===== src/inc/wsgr_pkg.sv =====
// Constants, field positions and register indices for the watchdog control,
// soft-power delay and pin readback block.
// Assumes a 25 MHz device clock; registers are 8 bits in lane 0 of 32-bit words.
package wsgr_pkg;

  // ==========================================================================
  // Clock and times
  localparam int unsigned CLK_HZ = 25_000_000;
  localparam int unsigned DELAY_UNIT_MS = 10;
  localparam int unsigned DELAY_UNIT_CYCLES = CLK_HZ / 1000 * DELAY_UNIT_MS;
  localparam int unsigned LED_HALF_MS = 500;
  localparam int unsigned LED_HALF_CYCLES = CLK_HZ / 1000 * LED_HALF_MS;
  localparam int unsigned KBC_MIN_HIGH_NS = 1000;
  localparam int unsigned KBC_MIN_HIGH_CYCLES = (KBC_MIN_HIGH_NS * (CLK_HZ / 1_000_000) + 999) / 1000;

  // ==========================================================================
  // Register indices; byte address is four times the index
  localparam logic [7:0] IDX_WATCHDOG_CONTROL = 8'hf4;
  localparam logic [7:0] IDX_FIRST_BANK = 8'hf6;
  localparam logic [7:0] IDX_FIFTH_BANK = 8'hf9;
  localparam logic [7:0] IDX_SIXTH_BANK = 8'hfa;
  localparam logic [7:0] IDX_DELAY_TIME = 8'hb8;
  localparam logic [7:0] IDX_MODE = 8'h20;
  localparam logic [7:0] IDX_IRQ_STATUS = 8'h21;
  localparam logic [7:0] IDX_IRQ_MASK = 8'h22;
  localparam logic [7:0] IDX_FIRST_IRQ_EN = 8'h23;
  localparam logic [7:0] IDX_FIFTH_IRQ_EN = 8'h24;
  localparam logic [7:0] IDX_SIXTH_IRQ_EN = 8'h25;
  localparam logic [7:0] IDX_SOFT_PWR_EN = 8'h26;
  localparam logic [7:0] IDX_SOFT_PWR_STATUS = 8'h27;
  localparam logic [7:0] MIR_FIRST_BANK = 8'h01;
  localparam logic [7:0] MIR_WATCHDOG_CONTROL = 8'h02;
  localparam logic [7:0] MIR_FIFTH_BANK = 8'h03;
  localparam logic [7:0] MIR_SIXTH_BANK = 8'h04;
  localparam logic [7:0] MIR_SOFT_PWR_EN = 8'h05;
  localparam logic [7:0] MIR_SOFT_PWR_STATUS = 8'h06;

  // ==========================================================================
  // Watchdog control fields
  localparam int unsigned WDC_STATUS = 0;
  localparam int unsigned WDC_LED_EN = 1;
  localparam int unsigned WDC_FORCE = 2;
  localparam int unsigned WDC_KBC_EN = 3;
  localparam int unsigned WDC_STOP = 5;
  localparam int unsigned WDC_RESTART = 6;
  localparam int unsigned WDC_SOFTWARE_POWER_OFF = 7;

  // Interrupt status bits
  localparam int unsigned IRQ_WD_TIMEOUT = 0;
  localparam int unsigned IRQ_POWER_DOWN = 1;
  localparam int unsigned IRQ_BUTTON = 2;

  // ==========================================================================
  // Reset values and layouts
  localparam logic [7:0] DELAY_TIME_RESET = 8'h32;
  localparam logic [4:0] FIFTH_BANK_MASK = 5'h1d;

  typedef enum {
    WSGR_REG_NONE, WSGR_REG_FIRST, WSGR_REG_FIFTH, WSGR_REG_SIXTH, WSGR_REG_WDC,
    WSGR_REG_DELAY, WSGR_REG_MODE, WSGR_REG_IST, WSGR_REG_IMSK, WSGR_REG_IEN1,
    WSGR_REG_IEN5, WSGR_REG_IEN6, WSGR_REG_SPEN, WSGR_REG_SPST
  } wsgr_reg_t;

endpackage


===== src/hw/wsgr_top.sv =====
// Watchdog control upper bits, soft-power button delay and GPIO pin readback,
// reached over an Avalon-MM slave with waitrequest.
// Assumes pins and the keyboard-port line are asynchronous to ref_clk_in.
//
// Notes on behaviour
// - Enabled keyboard-port rising edge forces watchdog timeout.
// - Software force bit works regardless of enable.
// - Disabled keyboard-port line never causes timeout.
// - Self-clearing edge detect ORed with software force.
// - Abort bit ends delay without power down.
// - Abort bit reads zero running, one stopped.
// - Restart bit restarts delay from zero, self-clears.
// - Restarts accepted without limit.
// - Software power-off bit forces immediate power down.
// - Delay length from programmable delay-time register.
// - Readback registers show live pins, reserved zero.
// - Low-index mirrors exist outside configuration mode.
// - First bank pins enableable onto combined interrupt one.
// - Fifth, sixth bank pins onto combined interrupt two.
// - Watchdog status reads one after timeout.
// - Force bit generates timeout then self-clears.
// - LED blinks at 1 Hz, toggling every 1/2 s, when enabled and watchdog status set.
//
// Our own choice: the Avalon-MM register port.
`timescale 1ns/100ps
`default_nettype none

module wsgr_top #(
  parameter int unsigned DELAY_UNIT_CYC = wsgr_pkg::DELAY_UNIT_CYCLES,
  parameter int unsigned LED_HALF_CYC = wsgr_pkg::LED_HALF_CYCLES
) (
  input wire logic ref_clk_in,
  input wire logic srst_in,
  input wire logic [9:0] avs_address_in,
  input wire logic avs_read_in,
  input wire logic avs_write_in,
  input wire logic [31:0] avs_writedata_in,
  input wire logic [3:0] avs_byteenable_in,
  output logic [31:0] avs_readdata_out,
  output logic avs_waitrequest_out,
  input wire logic kbc_port_force_line_in,
  input wire logic power_button_in,
  input wire logic [7:0] first_bank_pins_in,
  input wire logic [4:0] fifth_bank_pins_in,
  input wire logic [7:0] sixth_bank_pins_in,
  output logic wd_timeout_event_out,
  output logic power_down_out,
  output logic power_indicator_output_out,
  output logic combined_pin_irq_one_out,
  output logic combined_pin_irq_two_out,
  output logic irq_out
);

  // ==========================================================================
  // State
  typedef struct packed {
    logic kbc_s1;
    logic kbc_s2;
    logic kbc_prev;
    logic btn_s1;
    logic btn_s2;
    logic btn_prev;
    logic [7:0] p1_s1;
    logic [7:0] p1_s2;
    logic [4:0] p5_s1;
    logic [4:0] p5_s2;
    logic [7:0] p6_s1;
    logic [7:0] p6_s2;
    logic wait_req;
    logic [31:0] rdata;
    logic wd_status;
    logic led_en;
    logic kbc_en;
    logic cfg_mode;
    logic [2:0] irq_st;
    logic [2:0] irq_msk;
    logic [7:0] en1;
    logic [4:0] en5;
    logic [7:0] en6;
    logic sp_en;
    logic [7:0] dly_val;
    logic dly_run;
    logic [23:0] tick_cnt;
    logic [7:0] unit_cnt;
    logic [23:0] led_cnt;
    logic led;
    logic wd_event;
    logic pdown;
    logic irq;
    logic cirq1;
    logic cirq2;
  } wsgr_state_t;

  wsgr_state_t s_q;
  wsgr_state_t s_d;

  // ==========================================================================
  // Address decode, shared by reads and writes
  function automatic wsgr_pkg::wsgr_reg_t map_index(input logic [7:0] idx, input logic cfg);
    wsgr_pkg::wsgr_reg_t r;
    r = wsgr_pkg::WSGR_REG_NONE;
    unique case (idx)
      wsgr_pkg::IDX_FIRST_BANK: r = wsgr_pkg::WSGR_REG_FIRST;
      wsgr_pkg::IDX_FIFTH_BANK: r = wsgr_pkg::WSGR_REG_FIFTH;
      wsgr_pkg::IDX_SIXTH_BANK: r = wsgr_pkg::WSGR_REG_SIXTH;
      wsgr_pkg::IDX_WATCHDOG_CONTROL: r = wsgr_pkg::WSGR_REG_WDC;
      wsgr_pkg::IDX_DELAY_TIME: r = wsgr_pkg::WSGR_REG_DELAY;
      wsgr_pkg::IDX_MODE: r = wsgr_pkg::WSGR_REG_MODE;
      wsgr_pkg::IDX_IRQ_STATUS: r = wsgr_pkg::WSGR_REG_IST;
      wsgr_pkg::IDX_IRQ_MASK: r = wsgr_pkg::WSGR_REG_IMSK;
      wsgr_pkg::IDX_FIRST_IRQ_EN: r = wsgr_pkg::WSGR_REG_IEN1;
      wsgr_pkg::IDX_FIFTH_IRQ_EN: r = wsgr_pkg::WSGR_REG_IEN5;
      wsgr_pkg::IDX_SIXTH_IRQ_EN: r = wsgr_pkg::WSGR_REG_IEN6;
      wsgr_pkg::IDX_SOFT_PWR_EN: r = wsgr_pkg::WSGR_REG_SPEN;
      wsgr_pkg::IDX_SOFT_PWR_STATUS: r = wsgr_pkg::WSGR_REG_SPST;
      // Mirrors vanish in configuration mode
      wsgr_pkg::MIR_FIRST_BANK: r = cfg ? wsgr_pkg::WSGR_REG_NONE : wsgr_pkg::WSGR_REG_FIRST;
      wsgr_pkg::MIR_WATCHDOG_CONTROL: r = cfg ? wsgr_pkg::WSGR_REG_NONE : wsgr_pkg::WSGR_REG_WDC;
      wsgr_pkg::MIR_FIFTH_BANK: r = cfg ? wsgr_pkg::WSGR_REG_NONE : wsgr_pkg::WSGR_REG_FIFTH;
      wsgr_pkg::MIR_SIXTH_BANK: r = cfg ? wsgr_pkg::WSGR_REG_NONE : wsgr_pkg::WSGR_REG_SIXTH;
      wsgr_pkg::MIR_SOFT_PWR_EN: r = cfg ? wsgr_pkg::WSGR_REG_NONE : wsgr_pkg::WSGR_REG_SPEN;
      wsgr_pkg::MIR_SOFT_PWR_STATUS: r = cfg ? wsgr_pkg::WSGR_REG_NONE : wsgr_pkg::WSGR_REG_SPST;
      default: r = wsgr_pkg::WSGR_REG_NONE;
    endcase
    return r;
  endfunction

  logic kbc_rise;
  logic btn_rise;
  logic acc_wr;
  logic [7:0] wd;
  logic [7:0] rval;
  logic [4:0] p5_live;
  logic wdc_wr;
  logic force_wr;
  logic button_start;
  logic [2:0] irq_set;
  logic [2:0] irq_clr;
  wsgr_pkg::wsgr_reg_t reg_id;

  // ==========================================================================
  // Next-state logic
  always_comb begin
    s_d = s_q;
    // Two-stage synchronisers; only stage two feeds logic
    s_d.kbc_s1 = kbc_port_force_line_in;
    s_d.kbc_s2 = s_q.kbc_s1;
    s_d.kbc_prev = s_q.kbc_s2;
    s_d.btn_s1 = power_button_in;
    s_d.btn_s2 = s_q.btn_s1;
    s_d.btn_prev = s_q.btn_s2;
    s_d.p1_s1 = first_bank_pins_in;
    s_d.p1_s2 = s_q.p1_s1;
    s_d.p5_s1 = fifth_bank_pins_in;
    s_d.p5_s2 = s_q.p5_s1;
    s_d.p6_s1 = sixth_bank_pins_in;
    s_d.p6_s2 = s_q.p6_s1;

    kbc_rise = s_q.kbc_s2 & ~s_q.kbc_prev;
    btn_rise = s_q.btn_s2 & ~s_q.btn_prev;
    p5_live = s_q.p5_s2 & wsgr_pkg::FIFTH_BANK_MASK;
    reg_id = map_index(avs_address_in[9:2], s_q.cfg_mode);
    wd = avs_writedata_in[7:0];
    // A write lands at the edge where waitrequest is seen low
    acc_wr = avs_write_in && !s_q.wait_req && avs_byteenable_in[0];
    wdc_wr = acc_wr && (reg_id == wsgr_pkg::WSGR_REG_WDC);
    force_wr = wdc_wr && wd[wsgr_pkg::WDC_FORCE];

    // Held-high line gives one pulse only; ORed with the software force
    s_d.wd_event = (kbc_rise && s_q.kbc_en) || force_wr;

    // Bus handshake: one wait cycle, then the answer
    s_d.wait_req = !((avs_read_in || avs_write_in) && s_q.wait_req);

    // Read mux; reserved and unmapped bits read zero
    rval = 8'h00;
    unique case (reg_id)
      wsgr_pkg::WSGR_REG_FIRST: rval = s_q.p1_s2;
      wsgr_pkg::WSGR_REG_FIFTH: rval = {3'h0, p5_live};
      wsgr_pkg::WSGR_REG_SIXTH: rval = s_q.p6_s2;
      wsgr_pkg::WSGR_REG_WDC: rval = {2'h0, ~s_q.dly_run, 1'b0, s_q.kbc_en, 1'b0, s_q.led_en, s_q.wd_status};
      wsgr_pkg::WSGR_REG_DELAY: rval = s_q.dly_val;
      wsgr_pkg::WSGR_REG_MODE: rval = {7'h00, s_q.cfg_mode};
      wsgr_pkg::WSGR_REG_IST: rval = {5'h00, s_q.irq_st};
      wsgr_pkg::WSGR_REG_IMSK: rval = {5'h00, s_q.irq_msk};
      wsgr_pkg::WSGR_REG_IEN1: rval = s_q.en1;
      wsgr_pkg::WSGR_REG_IEN5: rval = {3'h0, s_q.en5};
      wsgr_pkg::WSGR_REG_IEN6: rval = s_q.en6;
      wsgr_pkg::WSGR_REG_SPEN: rval = {7'h00, s_q.sp_en};
      wsgr_pkg::WSGR_REG_SPST: rval = {6'h00, s_q.irq_st[wsgr_pkg::IRQ_POWER_DOWN], s_q.dly_run};
      wsgr_pkg::WSGR_REG_NONE: rval = 8'h00;
    endcase
    if (avs_read_in && s_q.wait_req) begin
      s_d.rdata = {24'h000000, rval};
    end

    // Plain register writes; bit 4 of the control word is not stored
    irq_clr = 3'h0;
    if (acc_wr) begin
      unique case (reg_id)
        wsgr_pkg::WSGR_REG_WDC: begin
          s_d.led_en = wd[wsgr_pkg::WDC_LED_EN];
          s_d.kbc_en = wd[wsgr_pkg::WDC_KBC_EN];
        end
        wsgr_pkg::WSGR_REG_DELAY: s_d.dly_val = wd;
        wsgr_pkg::WSGR_REG_MODE: s_d.cfg_mode = wd[0];
        wsgr_pkg::WSGR_REG_IST: irq_clr = wd[2:0];
        wsgr_pkg::WSGR_REG_IMSK: s_d.irq_msk = wd[2:0];
        wsgr_pkg::WSGR_REG_IEN1: s_d.en1 = wd;
        wsgr_pkg::WSGR_REG_IEN5: s_d.en5 = wd[4:0];
        wsgr_pkg::WSGR_REG_IEN6: s_d.en6 = wd;
        wsgr_pkg::WSGR_REG_SPEN: s_d.sp_en = wd[0];
        default: begin
        end
      endcase
    end

    // Status may be written, but a timeout in the same cycle wins
    s_d.wd_status = (wdc_wr ? wd[wsgr_pkg::WDC_STATUS] : s_q.wd_status) | s_d.wd_event;

    // Button power-down delay
    s_d.pdown = 1'b0;
    button_start = btn_rise && s_q.sp_en && !s_q.dly_run;
    if (s_q.dly_run) begin
      if (s_q.unit_cnt == s_q.dly_val) begin
        s_d.pdown = 1'b1;
        s_d.dly_run = 1'b0;
      end else if (s_q.tick_cnt == 24'(DELAY_UNIT_CYC - 1)) begin
        s_d.tick_cnt = 24'h000000;
        s_d.unit_cnt = s_q.unit_cnt + 8'h01;
      end else begin
        s_d.tick_cnt = s_q.tick_cnt + 24'h000001;
      end
    end
    // Restart as often as software likes; the count always starts over
    if (button_start || (wdc_wr && wd[wsgr_pkg::WDC_RESTART])) begin
      s_d.dly_run = 1'b1;
      s_d.tick_cnt = 24'h000000;
      s_d.unit_cnt = 8'h00;
      s_d.pdown = 1'b0;
    end
    // Abort beats a restart written in the same word
    if (wdc_wr && wd[wsgr_pkg::WDC_STOP]) begin
      s_d.dly_run = 1'b0;
      s_d.pdown = 1'b0;
    end
    // Software power-off bypasses the delay
    if (wdc_wr && wd[wsgr_pkg::WDC_SOFTWARE_POWER_OFF]) begin
      s_d.dly_run = 1'b0;
      s_d.pdown = 1'b1;
    end

    // Sticky interrupt status, write one to clear, set wins
    irq_set = 3'h0;
    irq_set[wsgr_pkg::IRQ_WD_TIMEOUT] = s_d.wd_event;
    irq_set[wsgr_pkg::IRQ_POWER_DOWN] = s_d.pdown;
    irq_set[wsgr_pkg::IRQ_BUTTON] = button_start;
    s_d.irq_st = (s_q.irq_st & ~irq_clr) | irq_set;
    s_d.irq = |(s_q.irq_st & s_q.irq_msk);

    // LED blinks 1/2 s on, 1/2 s off while timed out and enabled
    if (s_q.led_en && s_q.wd_status) begin
      if (s_q.led_cnt == 24'(LED_HALF_CYC - 1)) begin
        s_d.led_cnt = 24'h000000;
        s_d.led = ~s_q.led;
      end else begin
        s_d.led_cnt = s_q.led_cnt + 24'h000001;
      end
    end else begin
      s_d.led_cnt = 24'h000000;
      s_d.led = 1'b0;
    end

    // Combined pin interrupts, one enable per pin
    s_d.cirq1 = |(s_q.p1_s2 & s_q.en1);
    s_d.cirq2 = |(p5_live & s_q.en5) | |(s_q.p6_s2 & s_q.en6);
  end

  // ==========================================================================
  // State register
  always_ff @(posedge ref_clk_in) begin
    if (srst_in) begin
      s_q <= '0;
      s_q.wait_req <= 1'b1;
      s_q.dly_val <= wsgr_pkg::DELAY_TIME_RESET;
    end else begin
      s_q <= s_d;
    end
  end

  assign avs_readdata_out = s_q.rdata;
  assign avs_waitrequest_out = s_q.wait_req;
  assign wd_timeout_event_out = s_q.wd_event;
  assign power_down_out = s_q.pdown;
  assign power_indicator_output_out = s_q.led;
  assign combined_pin_irq_one_out = s_q.cirq1;
  assign combined_pin_irq_two_out = s_q.cirq2;
  assign irq_out = s_q.irq;
endmodule

`default_nettype wire


===== config.mk =====
export PLATFORM = sky130hd
export DESIGN_NAME = wsgr_top
export DESIGN_NICKNAME = d
export VERILOG_FILES = /design/src/inc/wsgr_pkg.sv /design/src/hw/wsgr_top.sv
export SDC_FILE = /design/constraint.sdc
export NUM_CORES = 1
export LEC_CHECK = 0
export ABC_CLOCK_PERIOD_IN_PS = 6800
export BUFFER_PORTS_ARGS = -buffer_cell sky130_fd_sc_hd__buf_2
export CORE_MARGIN = 4
export CORE_UTILIZATION = 42
export DETAILED_ROUTE_END_ITERATION = 8
export GPL_TIMING_DRIVEN = 0
export PLACE_DENSITY = 0.7
export SYNTH_ARGS = -nofsm -noshare
export SYNTH_HDL_FRONTEND = slang
export SYNTH_SLANG_ARGS = --single-unit

===== constraint.sdc =====
create_clock -name ref_clk_in -period 6.8 [get_ports ref_clk_in]
set_clock_uncertainty 0.1 [all_clocks]
set_input_delay 0.34 -clock ref_clk_in [delete_from_list [all_inputs] [get_ports ref_clk_in]]
set_output_delay 0.34 -clock ref_clk_in [all_outputs]
set_load 0.005 [all_outputs]

# Word level (Yosys, flattened, before mapping)
# Cells that the tools add are included.
[classes] n_addsub=3 n_eq_ne=36 mux=22 bitwise=17 reduce_logical=38
[op_table] cell="32-bit by 4-bit equality test with 1-bit output (second input constant)" n=7
[op_table] cell="32-bit by 3-bit equality test with 1-bit output (second input constant)" n=4
[op_table] cell="8-bit case mux with 14 select lines" n=1
[op_table] cell="4-bit case mux with 19 select lines" n=1
[op_table] cell="33-bit two-way mux" n=2
[op_table] cell="32-bit by 2-bit equality test with 1-bit output (second input constant)" n=2
[op_table] cell="8-bit by 6-bit equality test with 1-bit output (second input constant)" n=8
[op_table] cell="24-bit by 1-bit adder with 24-bit output (second input constant)" n=2
[op_table] cell="8-bit equality test (second input constant)" n=5
[op_table] cell="32-bit by 1-bit equality test with 1-bit output (second input constant)" n=1
[op_table] cell="32-bit zero test" n=1
[op_table] cell="32-bit two-way mux" n=1
[op_table] cell="24-bit by 18-bit equality test with 1-bit output (second input constant)" n=1
[op_table] cell="24-bit equality test (second input constant)" n=1
[op_table] cell="8-bit by 3-bit equality test with 1-bit output (second input constant)" n=3
[op_table] cell="24-bit two-way mux" n=1
[op_table] cell="2-bit AND reduction" n=9
[op_table] cell="8-bit AND" n=2
[op_table] cell="8-bit by 2-bit equality test with 1-bit output (second input constant)" n=2
[op_table] cell="8-bit OR reduction" n=2
[op_table] cell="1-bit logical AND" n=13
[op_table] cell="3-bit two-way mux" n=3
[op_table] cell="3-bit OR reduction" n=3
[op_table] cell="8-bit by 1-bit adder with 8-bit output (second input constant)" n=1
[op_table] cell="other kinds (18)" n=40
[word_totals] in_bits=73 ff_bits=160 output_inout_bits=39 elab_cells=151

# Logic depth before layout (Yosys ltp)
# Gate-level depths: netlist of run 1.
[depth] ltp_word=10 depth_mapped=9 ltp_nobuf=7

# Worst setup path after synthesis of run 1
# Ideal clock, no wire load.
[synth_timing] kind="in2reg" startpoint="input avs_address_in[8]" endpoint="register s_q[47] in the netlist's numbering" arrival_ns=2.140 slack_ns=4.445 setup_time_ns=0.115 n_path_buf=2 t_required_ns=6.585 stages=9 path_cell_list="buf_6 or3_4 nor3_1 or4_4 and2_4 nor4_4 a2111o_2 buf_6 nor2_1"
[synth_between] elab_chain_cells=7 elab_cells_between_ends=25 cone_classes="20 x eq/ne; 1 x mux; 4 x reduce/logical"
[synth_lines] item="from (decl)" line_no="wsgr_top.sv:34" source="input wire logic [9:0] avs_address_in,"
[synth_lines] item="8-bit by 3-bit equality test with 1-bit output (tied with other cells)" line_no="wsgr_top.sv:102" source="unique case (idx)"
[synth_lines] item="4-bit case mux with 19 select lines (*)" line_no="wsgr_top.sv:102"
[synth_lines] item="32-bit by 4-bit equality test with 1-bit output (*)" line_no="wsgr_top.sv:166" source="wdc_wr = acc_wr && (reg_id == wsgr_pkg::WSGR_REG_WDC);"
[synth_lines] item="1-bit logical AND (*)" line_no="wsgr_top.sv:166"
[synth_lines] item="1-bit logical AND (*)" line_no="wsgr_top.sv:236" source="if (button_start || (wdc_wr && wd[wsgr_pkg::WDC_RESTART])) begin"
[synth_lines] item="1-bit logical OR (*)" line_no="wsgr_top.sv:236"
[synth_lines] item="2-bit OR reduction (no source line) (*)"
[synth_lines] item="to (decl)" line_no="wsgr_top.sv:94" source="wsgr_state_t s_q;"
# Mark *: on every way between the ends. The rest lies on a longest branch, timed or not.
# A chain may end at the register's enable or synchronous reset.

# Worst setup path after layout of run 1
[layout_timing] startpoint="register s_q[99] in the netlist's numbering" endpoint="register s_q[48] in the netlist's numbering"
[layout_between] elab_chain_cells=7 elab_cells_between_ends=12 cone_classes="1 x eq/ne; 7 x mux; 4 x reduce/logical"
[layout_lines] item="4-bit two-way mux (tied with other cells)" line_no="wsgr_top.sv:122" source="wsgr_pkg::MIR_SOFT_PWR_STATUS: r = cfg ? wsgr_pkg::WSGR_REG_NONE : wsgr_pkg::WSGR_REG_SPST;"
[layout_lines] item="4-bit case mux with 19 select lines (*)" line_no="wsgr_top.sv:102"
[layout_lines] item="32-bit by 4-bit equality test with 1-bit output (*)" line_no="wsgr_top.sv:166"
[layout_lines] item="1-bit logical AND (*)" line_no="wsgr_top.sv:166"
[layout_lines] item="1-bit logical AND (*)" line_no="wsgr_top.sv:236"
[layout_lines] item="1-bit logical OR (*)" line_no="wsgr_top.sv:236"
[layout_lines] item="2-bit OR reduction (no source line) (*)"
# Marked as above.

==> results of run 1 <==
[logic make-up after synthesis]
kind of cell | after synthesis
other | 1
and+or+nand+nor | 344
adders and majority gates | 3
muxes | 27
DFF | 158
AOI/OAI and AO/OA | 100
xor gates and xnor gates | 61
buffers and inverters | 80
[power by group]
group / switching (mW) / internal [mW] / total (mW)
logic: 0.0588 / 0.0462 / 0.105
clock network: 0.431 / 0.488 / 0.919
registers: 0.00859 / 0.939 / 0.948
total: 0.498 / 1.47 / 1.97
[final cells by class]
type | count | share of cell area
multi-input combinational | 559 | 0.420
sequential | 158 | 0.383
clock buffer | 18 | 0.0520
buffer | 67 | 0.0507
timing repair buffer | 59 | 0.0382
tap | 216 | 0.0328
clock inverter | 14 | 0.0167
inverter | 13 | 0.00591
[how the worst min path moves through the flow]
stage	start	slack [ns]	endpoint
2_1_floorplan	s_d[152]$_SDFF_PP0_	0.31	p5_live[0]$_SDFF_PP0_
3_3_place_gp	s_d[166]$_SDFF_PP0_	0.32	s_q[166]$_SDFF_PP0_
3_5_place_dp	s_d[155]$_SDFF_PP0_	0.32	p5_live[3]$_SDFF_PP0_
4_1_cts	sixth_bank_pins_in[6]	0.0003	s_d[142]$_SDFF_PP0_
5_1_grt	fifth_bank_pins_in[0]	0.007	s_d[152]$_SDFF_PP0_
6_report	sixth_bank_pins_in[6]	0.02	s_d[142]$_SDFF_PP0_
[Yosys cell counts, types with 2 or more instances]
cell / number
a211o_1: 2
o211ai_1: 3
o21ai_0: 14
a221oi_1: 10
nand4_1: 15
nor2_1: 87
nor3b_1: 2
nand3_1: 47
buf_4: 34
or2_2: 3
a22oi_1: 4
o221ai_1: 4
and4_1: 3
and3b_1: 2
a31oi_1: 2
buf_6: 4
inv_1: 13
nand3b_1: 2
a21boi_0: 3
a2bb2oi_1: 2
clkbuf_1: 18
nor3_2: 3
and2_1: 4
nor3_1: 13
o21a_1: 2
and3_1: 14
ha_1: 3
mux2i_1: 22
nand2b_1: 6
mux2_2: 5
nor4b_1: 2
nor2b_1: 49
a222oi_1: 6
a21oi_1: 27
xnor2_1: 22
nor4_1: 8
buf_1: 4
dfxtp_1: 158
a22o_1: 3
nand2_1: 66
a211oi_1: 3
xor2_1: 39
buf_2: 7
[registers in the layout (all words and copies together) (netlist names)]
signal,cells
power_indicator_output_out,1
irq_out,1
avs_waitrequest_out,1
avs_readdata_out,8
s_d,24
combined_pin_irq_two_out,1
power_down_out,1
wd_timeout_event_out,1
combined_pin_irq_one_out,1
s_q,115
p5_live,4
[worst reg2reg max path, stage by stage, from the launching register on]
cell	delay [ns]
dfxtp_1	0.43
nor2_1	0.10
and3_1	0.19
or4_4	0.49
and2_4	0.20
nor4_4	0.53
a2111o_2	0.33
buf_6	0.15
nor2_1	0.06
[repair_timing]
item	4_1_cts	5_1_grt
hold buffers	4	0
endpoints found under the setup margin	0	0
hold endpoints to repair	4	0
[metal layers]
layer	share of wire	GRT usage
met1	0.47	0.266
met2	0.42	0.264
met3	0.099	0.0577
met4	0.018	0.0654
met5	0	0
[through the flow]
stage               power [mW]  area [sq um]  hold WS (ns)  cells  utilization
finish                    1.97          8250        0.0166   1104        0.512
detailed placement        1.07          7640         0.321   1068        0.474
global route              2.04          8250       0.00652   1104        0.512
floorplan                 1.03          7100         0.314    797            -
CTS                       1.99          8250      0.000318   1104        0.512
global placement          1.07          7640         0.319   1068        0.474
==> results.py, run 1 <==
metrics = {
    "critical_path": {
        "critical_path.max_stage_delay_ns": 0.53,
        "crit_fanout": 10,
        "path_buf_inv": 1,
        "r2r_end": "s_q[48]$_SDFFE_PP0P_",
        "critical_path.slowest_cell": "nor4_4",
        "cp.required_ns": 7.02,
        "criticalPathCategory": "reg -> reg",
        "crit_cells": 8,
        "crit_path_end": "s_q[48]$_SDFFE_PP0P_",
        "cp_cell_sequence": "nor2_1 -> and3_1 -> or4_4 -> and2_4 -> nor4_4 -> a2111o_2 -> buf_6 -> nor2_1",
        "end_kind": "flip-flop",
        "r2r_start": "s_q[99]$_SDFFE_PP0P_",
        "crit_family": "simple AND/OR/NAND/NOR gates",
        "critPathLaunch": "s_q[99]$_SDFFE_PP0P_",
        "r2r_setup_slack_ns": 4.10,
        "r2r_cells": 8,
        "critPathLaunchType": "flip-flop",
        "critPathArrivalTime_ns": 2.92,
        "cpMostUsedCell": "nor2_1",
    },
    "finish": {
        "nNetsFinal": 951,
        "multi_input_area_sq_um": 3470,
        "layout_common_cells": "158 x dfxtp_1, 87 x nor2_1, 66 x nand2_1",
        "regArea_sq_um": 3160,
        "fill_cells": 1554,
        "antenna_cells": 0,
        "final_common_cell": "dfxtp_1",
        "syn_to_final_growth_pct": 17.7,
        "drive_gt1_frac": 0.181,
    },
    "global_routing": {
        "grt_pass1_vias": 5244,
        "grt_util_all_layers": 0.186,
        "antenna_found_initial": 0,
        "grt_max_degree": 18,
        "grt_pass1_wl_mm": 27.1,
        "grt.overflow.total": 0,
    },
    "sta": {
        "setup_viol": 0,
        "fmax_mhz": 370,
        "slew_violations": 0,
        "setup_tns_ns": 0,
        "period_share": 0.397,
        "final_hold_viol_count": 0,
        "relSlewSlack": 0.305,
        "worstMarginPinSlew_ns": 1.04,
        "worst_slack_ns": 4.10,
        "period_needed_ns": 2.70,
        "rsz0062_at_grt": "false",
    },
    "route": {
        "wl_mm": 17.0,
        "vias": 5734,
        "drtAntennaViolNets": 0,
        "drtIter0Drc": 655,
        "wire_per_inst_microns": 15.4,
        "dr.pass1.iters": 8,
        "viasPerCell": 5.19,
        "remaining_drc_errors": 0,
    },
    "logic_synthesis": {
        "async_reset_ff_frac": 0,
        "synth_compound_area_frac": 0.104,
        "synth-seq-area-share": 0.451,
        "postSynthCellCount": 774,
        "synthAdderAreaFrac": 0.00535,
        "syn_avg_cell_area_sq_um": 9.06,
        "ys_ff_latch": 158,
        "yosysUniqueCellTypes": 77,
        "syn_area_sq_um": 7010,
        "yosys_most_used_dff": "dfxtp_1",
        "synthMuxAreaShare": 0.0394,
        "synth_edf_count": 0,
        "synth_top_area_frac": 0.451,
        "synthXorXnorAreaFrac": 0.0762,
        "ys_top_cells_by_area": "dfxtp_1 45%, xor2_1 4.9%, nor2_1 4.7%",
        "yosysTopAreaCell": "dfxtp_1",
        "synth_top_family_by_area": "simple AND/OR/NAND/NOR gates",
        "synthSimpleGateAreaFrac": 0.257,
        "ys_warn_count": 0,
    },
    "die": {
        "core_area_sq_um": 16100,
        "start_util": 0.435,
        "die_y_microns": 137,
        "die_w_microns": 137,
        "pin_count": 112,
        "row_count": 46,
        "die_area_sq_um": 18800,
    },
    "worst_hold_path": {
        "hp-class": "in -> reg",
        "hold_depth": 2,
    },
    "clock_tree": {
        "clk_pin_slew_ns": 0.07,
        "ctsResizeCount": 0,
        "cts_tree": "built",
        "post_cts_buffers": 0,
        "insertion_delay_ns": 0.43,
        "cts.htree.levels": 4,
        "cts_sinks": 158,
        "cts-root-buf": "clkbuf_16",
        "cts_made_buffers": 17,
        "clockBufferDepth": 2,
    },
    "power": {
        "p_per_area_nw_per_um2": 239,
        "ir_worst_vdd_uv": 193,
        "power.leakage_nw": 3.16,
    },
    "status": {
        "outcome": "complete, no violations",
    },
    "job": {
        "drv_cap": 0,
    },
    "placed_design": {
        "port_buffers": 55,
        "gp_congestion": 0.949,
        "dpl.hpwl_mm": 12.5,
        "place_ws_ns": 3.92,
    },
}
Power figures use the tool's default switching activity.
==> run 2, diff against run 1 <==
- ABC_CLOCK_PERIOD_IN_PS: 6800 -> 2500
- clock period: 6.8 -> 2.5 ns (I/O delays scaled with it)
==> run 2 against run 1 <==
Clock power rose to 2.7 times the previous value. Sequential power rose to 2.7 times the previous value. Utilization grew 2.2 points. Non-clock buffer count is 31 higher. Global-route usage up 0.44 points. Critical path depth is the same. Wire length is 1.9% higher. Worst setup slack worse by 4.0 ns. Register-to-register slack worse by 4.0 ns. Final area grew 4.3%. Critical path type unchanged. Largest cell class unchanged. Highest routed layer unchanged.
==> results.py, run 2 (synthesis gave the netlist of run 1 again) <==
metrics = {
    "clock_tree": {
        "cts_sinks": 158,
        "cts.htree.levels": 4,
        "cts_tree": "built",
        "clockBufferDepth": 2,
        "clk_pin_slew_ns": 0.07,
        "cts_made_buffers": 17,
        "cts-root-buf": "clkbuf_16",
        "insertion_delay_ns": 0.43,
    },
    "sta": {
        "period_share": 0.962,
        "rsz0062_at_grt": "true",
        "setup_viol": 0,
        "final_hold_viol_count": 0,
        "worst_slack_ns": 0.0941,
        "worstMarginPinSlew_ns": 1.03,
        "fmax_mhz": 416,
        "slew_violations": 0,
        "holdWs_ns": 0.0797,
        "relSlewSlack": 0.308,
        "period_needed_ns": 2.41,
    },
    "critical_path": {
        "cp_cell_sequence": "nor2_1 -> and3_1 -> or4_4 -> and2_4 -> nor4_4 -> buf_4 -> mux2i_1 -> a21oi_1",
        "r2r_start": "s_q[99]$_SDFFE_PP0P_",
        "path_buf_inv": 1,
        "critical_path.slowest_cell": "or4_4",
        "crit_family": "simple AND/OR/NAND/NOR gates",
        "r2r_setup_slack_ns": 0.09,
        "r2r_end": "s_q[102]$_SDFF_PP0_",
        "critical_path.max_stage_delay_ns": 0.50,
        "critPathLaunchType": "flip-flop",
        "crit_fanout": 5,
        "criticalPathCategory": "reg -> reg",
        "end_kind": "flip-flop",
        "critPathArrivalTime_ns": 2.59,
        "r2r_cells": 8,
        "cp.required_ns": 2.69,
    },
    "worst_hold_path": {
        "holdPathEnd": "s_q[63]$_SDFFE_PP0P_",
        "hp-class": "in -> reg",
        "worstHoldStart": "avs_writedata_in[0]",
        "hold_depth": 3,
    },
    "finish": {
        "layout_common_cells": "158 x dfxtp_1, 86 x nor2_1, 66 x nand2_1",
        "nNetsFinal": 982,
        "fill_cells": 1520,
        "top_register": "s_q",
        "design_area_sq_um": 8600,
        "syn_to_final_growth_pct": 22.7,
        "drive_gt1_frac": 0.187,
        "final_common_cell": "dfxtp_1",
        "antenna_cells": 0,
        "largest_reg_flops": 115,
    },
    "placed_design": {
        "port_buffers": 55,
        "dpl.hpwl_mm": 12.5,
        "place_ws_ns": -0.165,
        "gp_congestion": 0.949,
        "post_dp_cell_area_sq_um": 7640,
    },
    "die": {
        "die_w_microns": 137,
        "start_util": 0.435,
        "row_count": 46,
        "core_area_sq_um": 16100,
        "pin_count": 112,
        "die_area_sq_um": 18800,
        "die_y_microns": 137,
    },
    "global_routing": {
        "grt.overflow.total": 0,
        "grt_max_degree": 18,
        "grt_util_all_layers": 0.190,
        "use_met2": 0.277,
        "met3_usage": 0.0562,
        "top_usage_layer": "met2",
        "grt_pass1_vias": 5427,
        "grt_pass1_wl_mm": 27.8,
        "antenna_found_initial": 0,
        "use_met1": 0.269,
    },
    "route": {
        "drtAntennaViolNets": 0,
        "wire_per_inst_microns": 15.2,
        "vias": 5902,
        "dr.pass1.iters": 9,
        "drtIter0Drc": 615,
        "viasPerCell": 5.20,
        "wl_mm": 17.3,
        "remaining_drc_errors": 0,
    },
    "power": {
        "power.leakage_nw": 3.30,
        "ir_worst_vdd_uv": 528,
        "power.total_mw": 5.40,
        "p_per_area_nw_per_um2": 627,
    },
    "job": {
        "drv_cap": 0,
    },
    "status": {
        "outcome": "complete, no violations",
    },
}
==> run 2: area by class of cell <==
cell class | instances | area (sq um) | share of cell area
plain buffers | 67 | 419 | 0.0487
clock buffers | 18 | 429 | 0.0499
clock inverters | 14 | 138 | 0.0160
inverters | 13 | 48.8 | 0.00567
multi-input cells | 559 | 3510 | 0.409
flip-flops and latches | 158 | 3160 | 0.368
well taps | 216 | 270 | 0.0314
repair buffers | 90 | 621 | 0.0721
==> run 2: what timing repair did <==
| action | in CTS | in global routing |
|---|---|---|
| setup buffers | 2 | 0 |
| setup endpoints to repair | 35 | 63 |
| gates resized for setup | 2 | 9 |
| pin swaps | 1 | 1 |
| endpoints found under the hold margin | 59 | 0 |
| hold buffers | 33 | 0 |
==> run 2: metrics by stage <==
stage / std cells / TNS, ns / utilization
floorplan: 797 / 0 / -
global placement: 1068 / -6.07 / 0.474
detailed placement: 1068 / -5.42 / 0.474
CTS: 1135 / 0 / 0.531
global route: 1135 / -0.00803 / 0.534
finish: 1135 / 0 / 0.534
==> run 2: routing by layer <==
metal | vias up | wire length [microns] | share of wire
met4 | 0 | 355 | 0.021
li1 | 2903 | - | -
met3 | 24 | 1550 | 0.089
met5 | - | 0 | 0
met2 | 227 | 7350 | 0.43
met1 | 2748 | 8030 | 0.46
==> run 2: worst register-to-register path, delay by kind of cell, from the launching register on <==
| family | cells | cell delay, ns |
|---|---|---|
| and+or+nand+nor | 5 | 1.27 |
| DFF | 1 | 0.43 |
| buffers and inverters | 1 | 0.22 |
| muxes | 1 | 0.18 |
| AOI/OAI and AO/OA | 1 | 0.08 |
==> run 2: where the power goes <==
part	total [mW]	internal, mW	leakage, nW	switching (mW)
Sequential	2.58	2.55	1.28	0.0237
Clock	2.49	1.33	0.279	1.17
Combinational	0.326	0.157	1.73	0.169
Total	5.40	4.04	3.30	1.36
==> run 2: worst max-delay path by stage <==
stage	from	to	slack [ns]	cells past startpoint
final	s_q[99]$_SDFFE_PP0P_	s_q[102]$_SDFF_PP0_	0.09	8
after global placement	avs_address_in[3]	avs_readdata_out[3]$_SDFFE_PP0P_	-0.19	9
after global routing	s_q[99]$_SDFFE_PP0P_	avs_readdata_out[3]$_SDFFE_PP0P_	-0.008	7
after detailed placement	avs_address_in[4]	avs_readdata_out[3]$_SDFFE_PP0P_	-0.17	9
after CTS	s_q[99]$_SDFFE_PP0P_	s_q[48]$_SDFFE_PP0P_	0.02	8
after floorplan	s_q[99]$_SDFFE_PP0P_	s_q[47]$_SDFFE_PP0P_	0.20	8
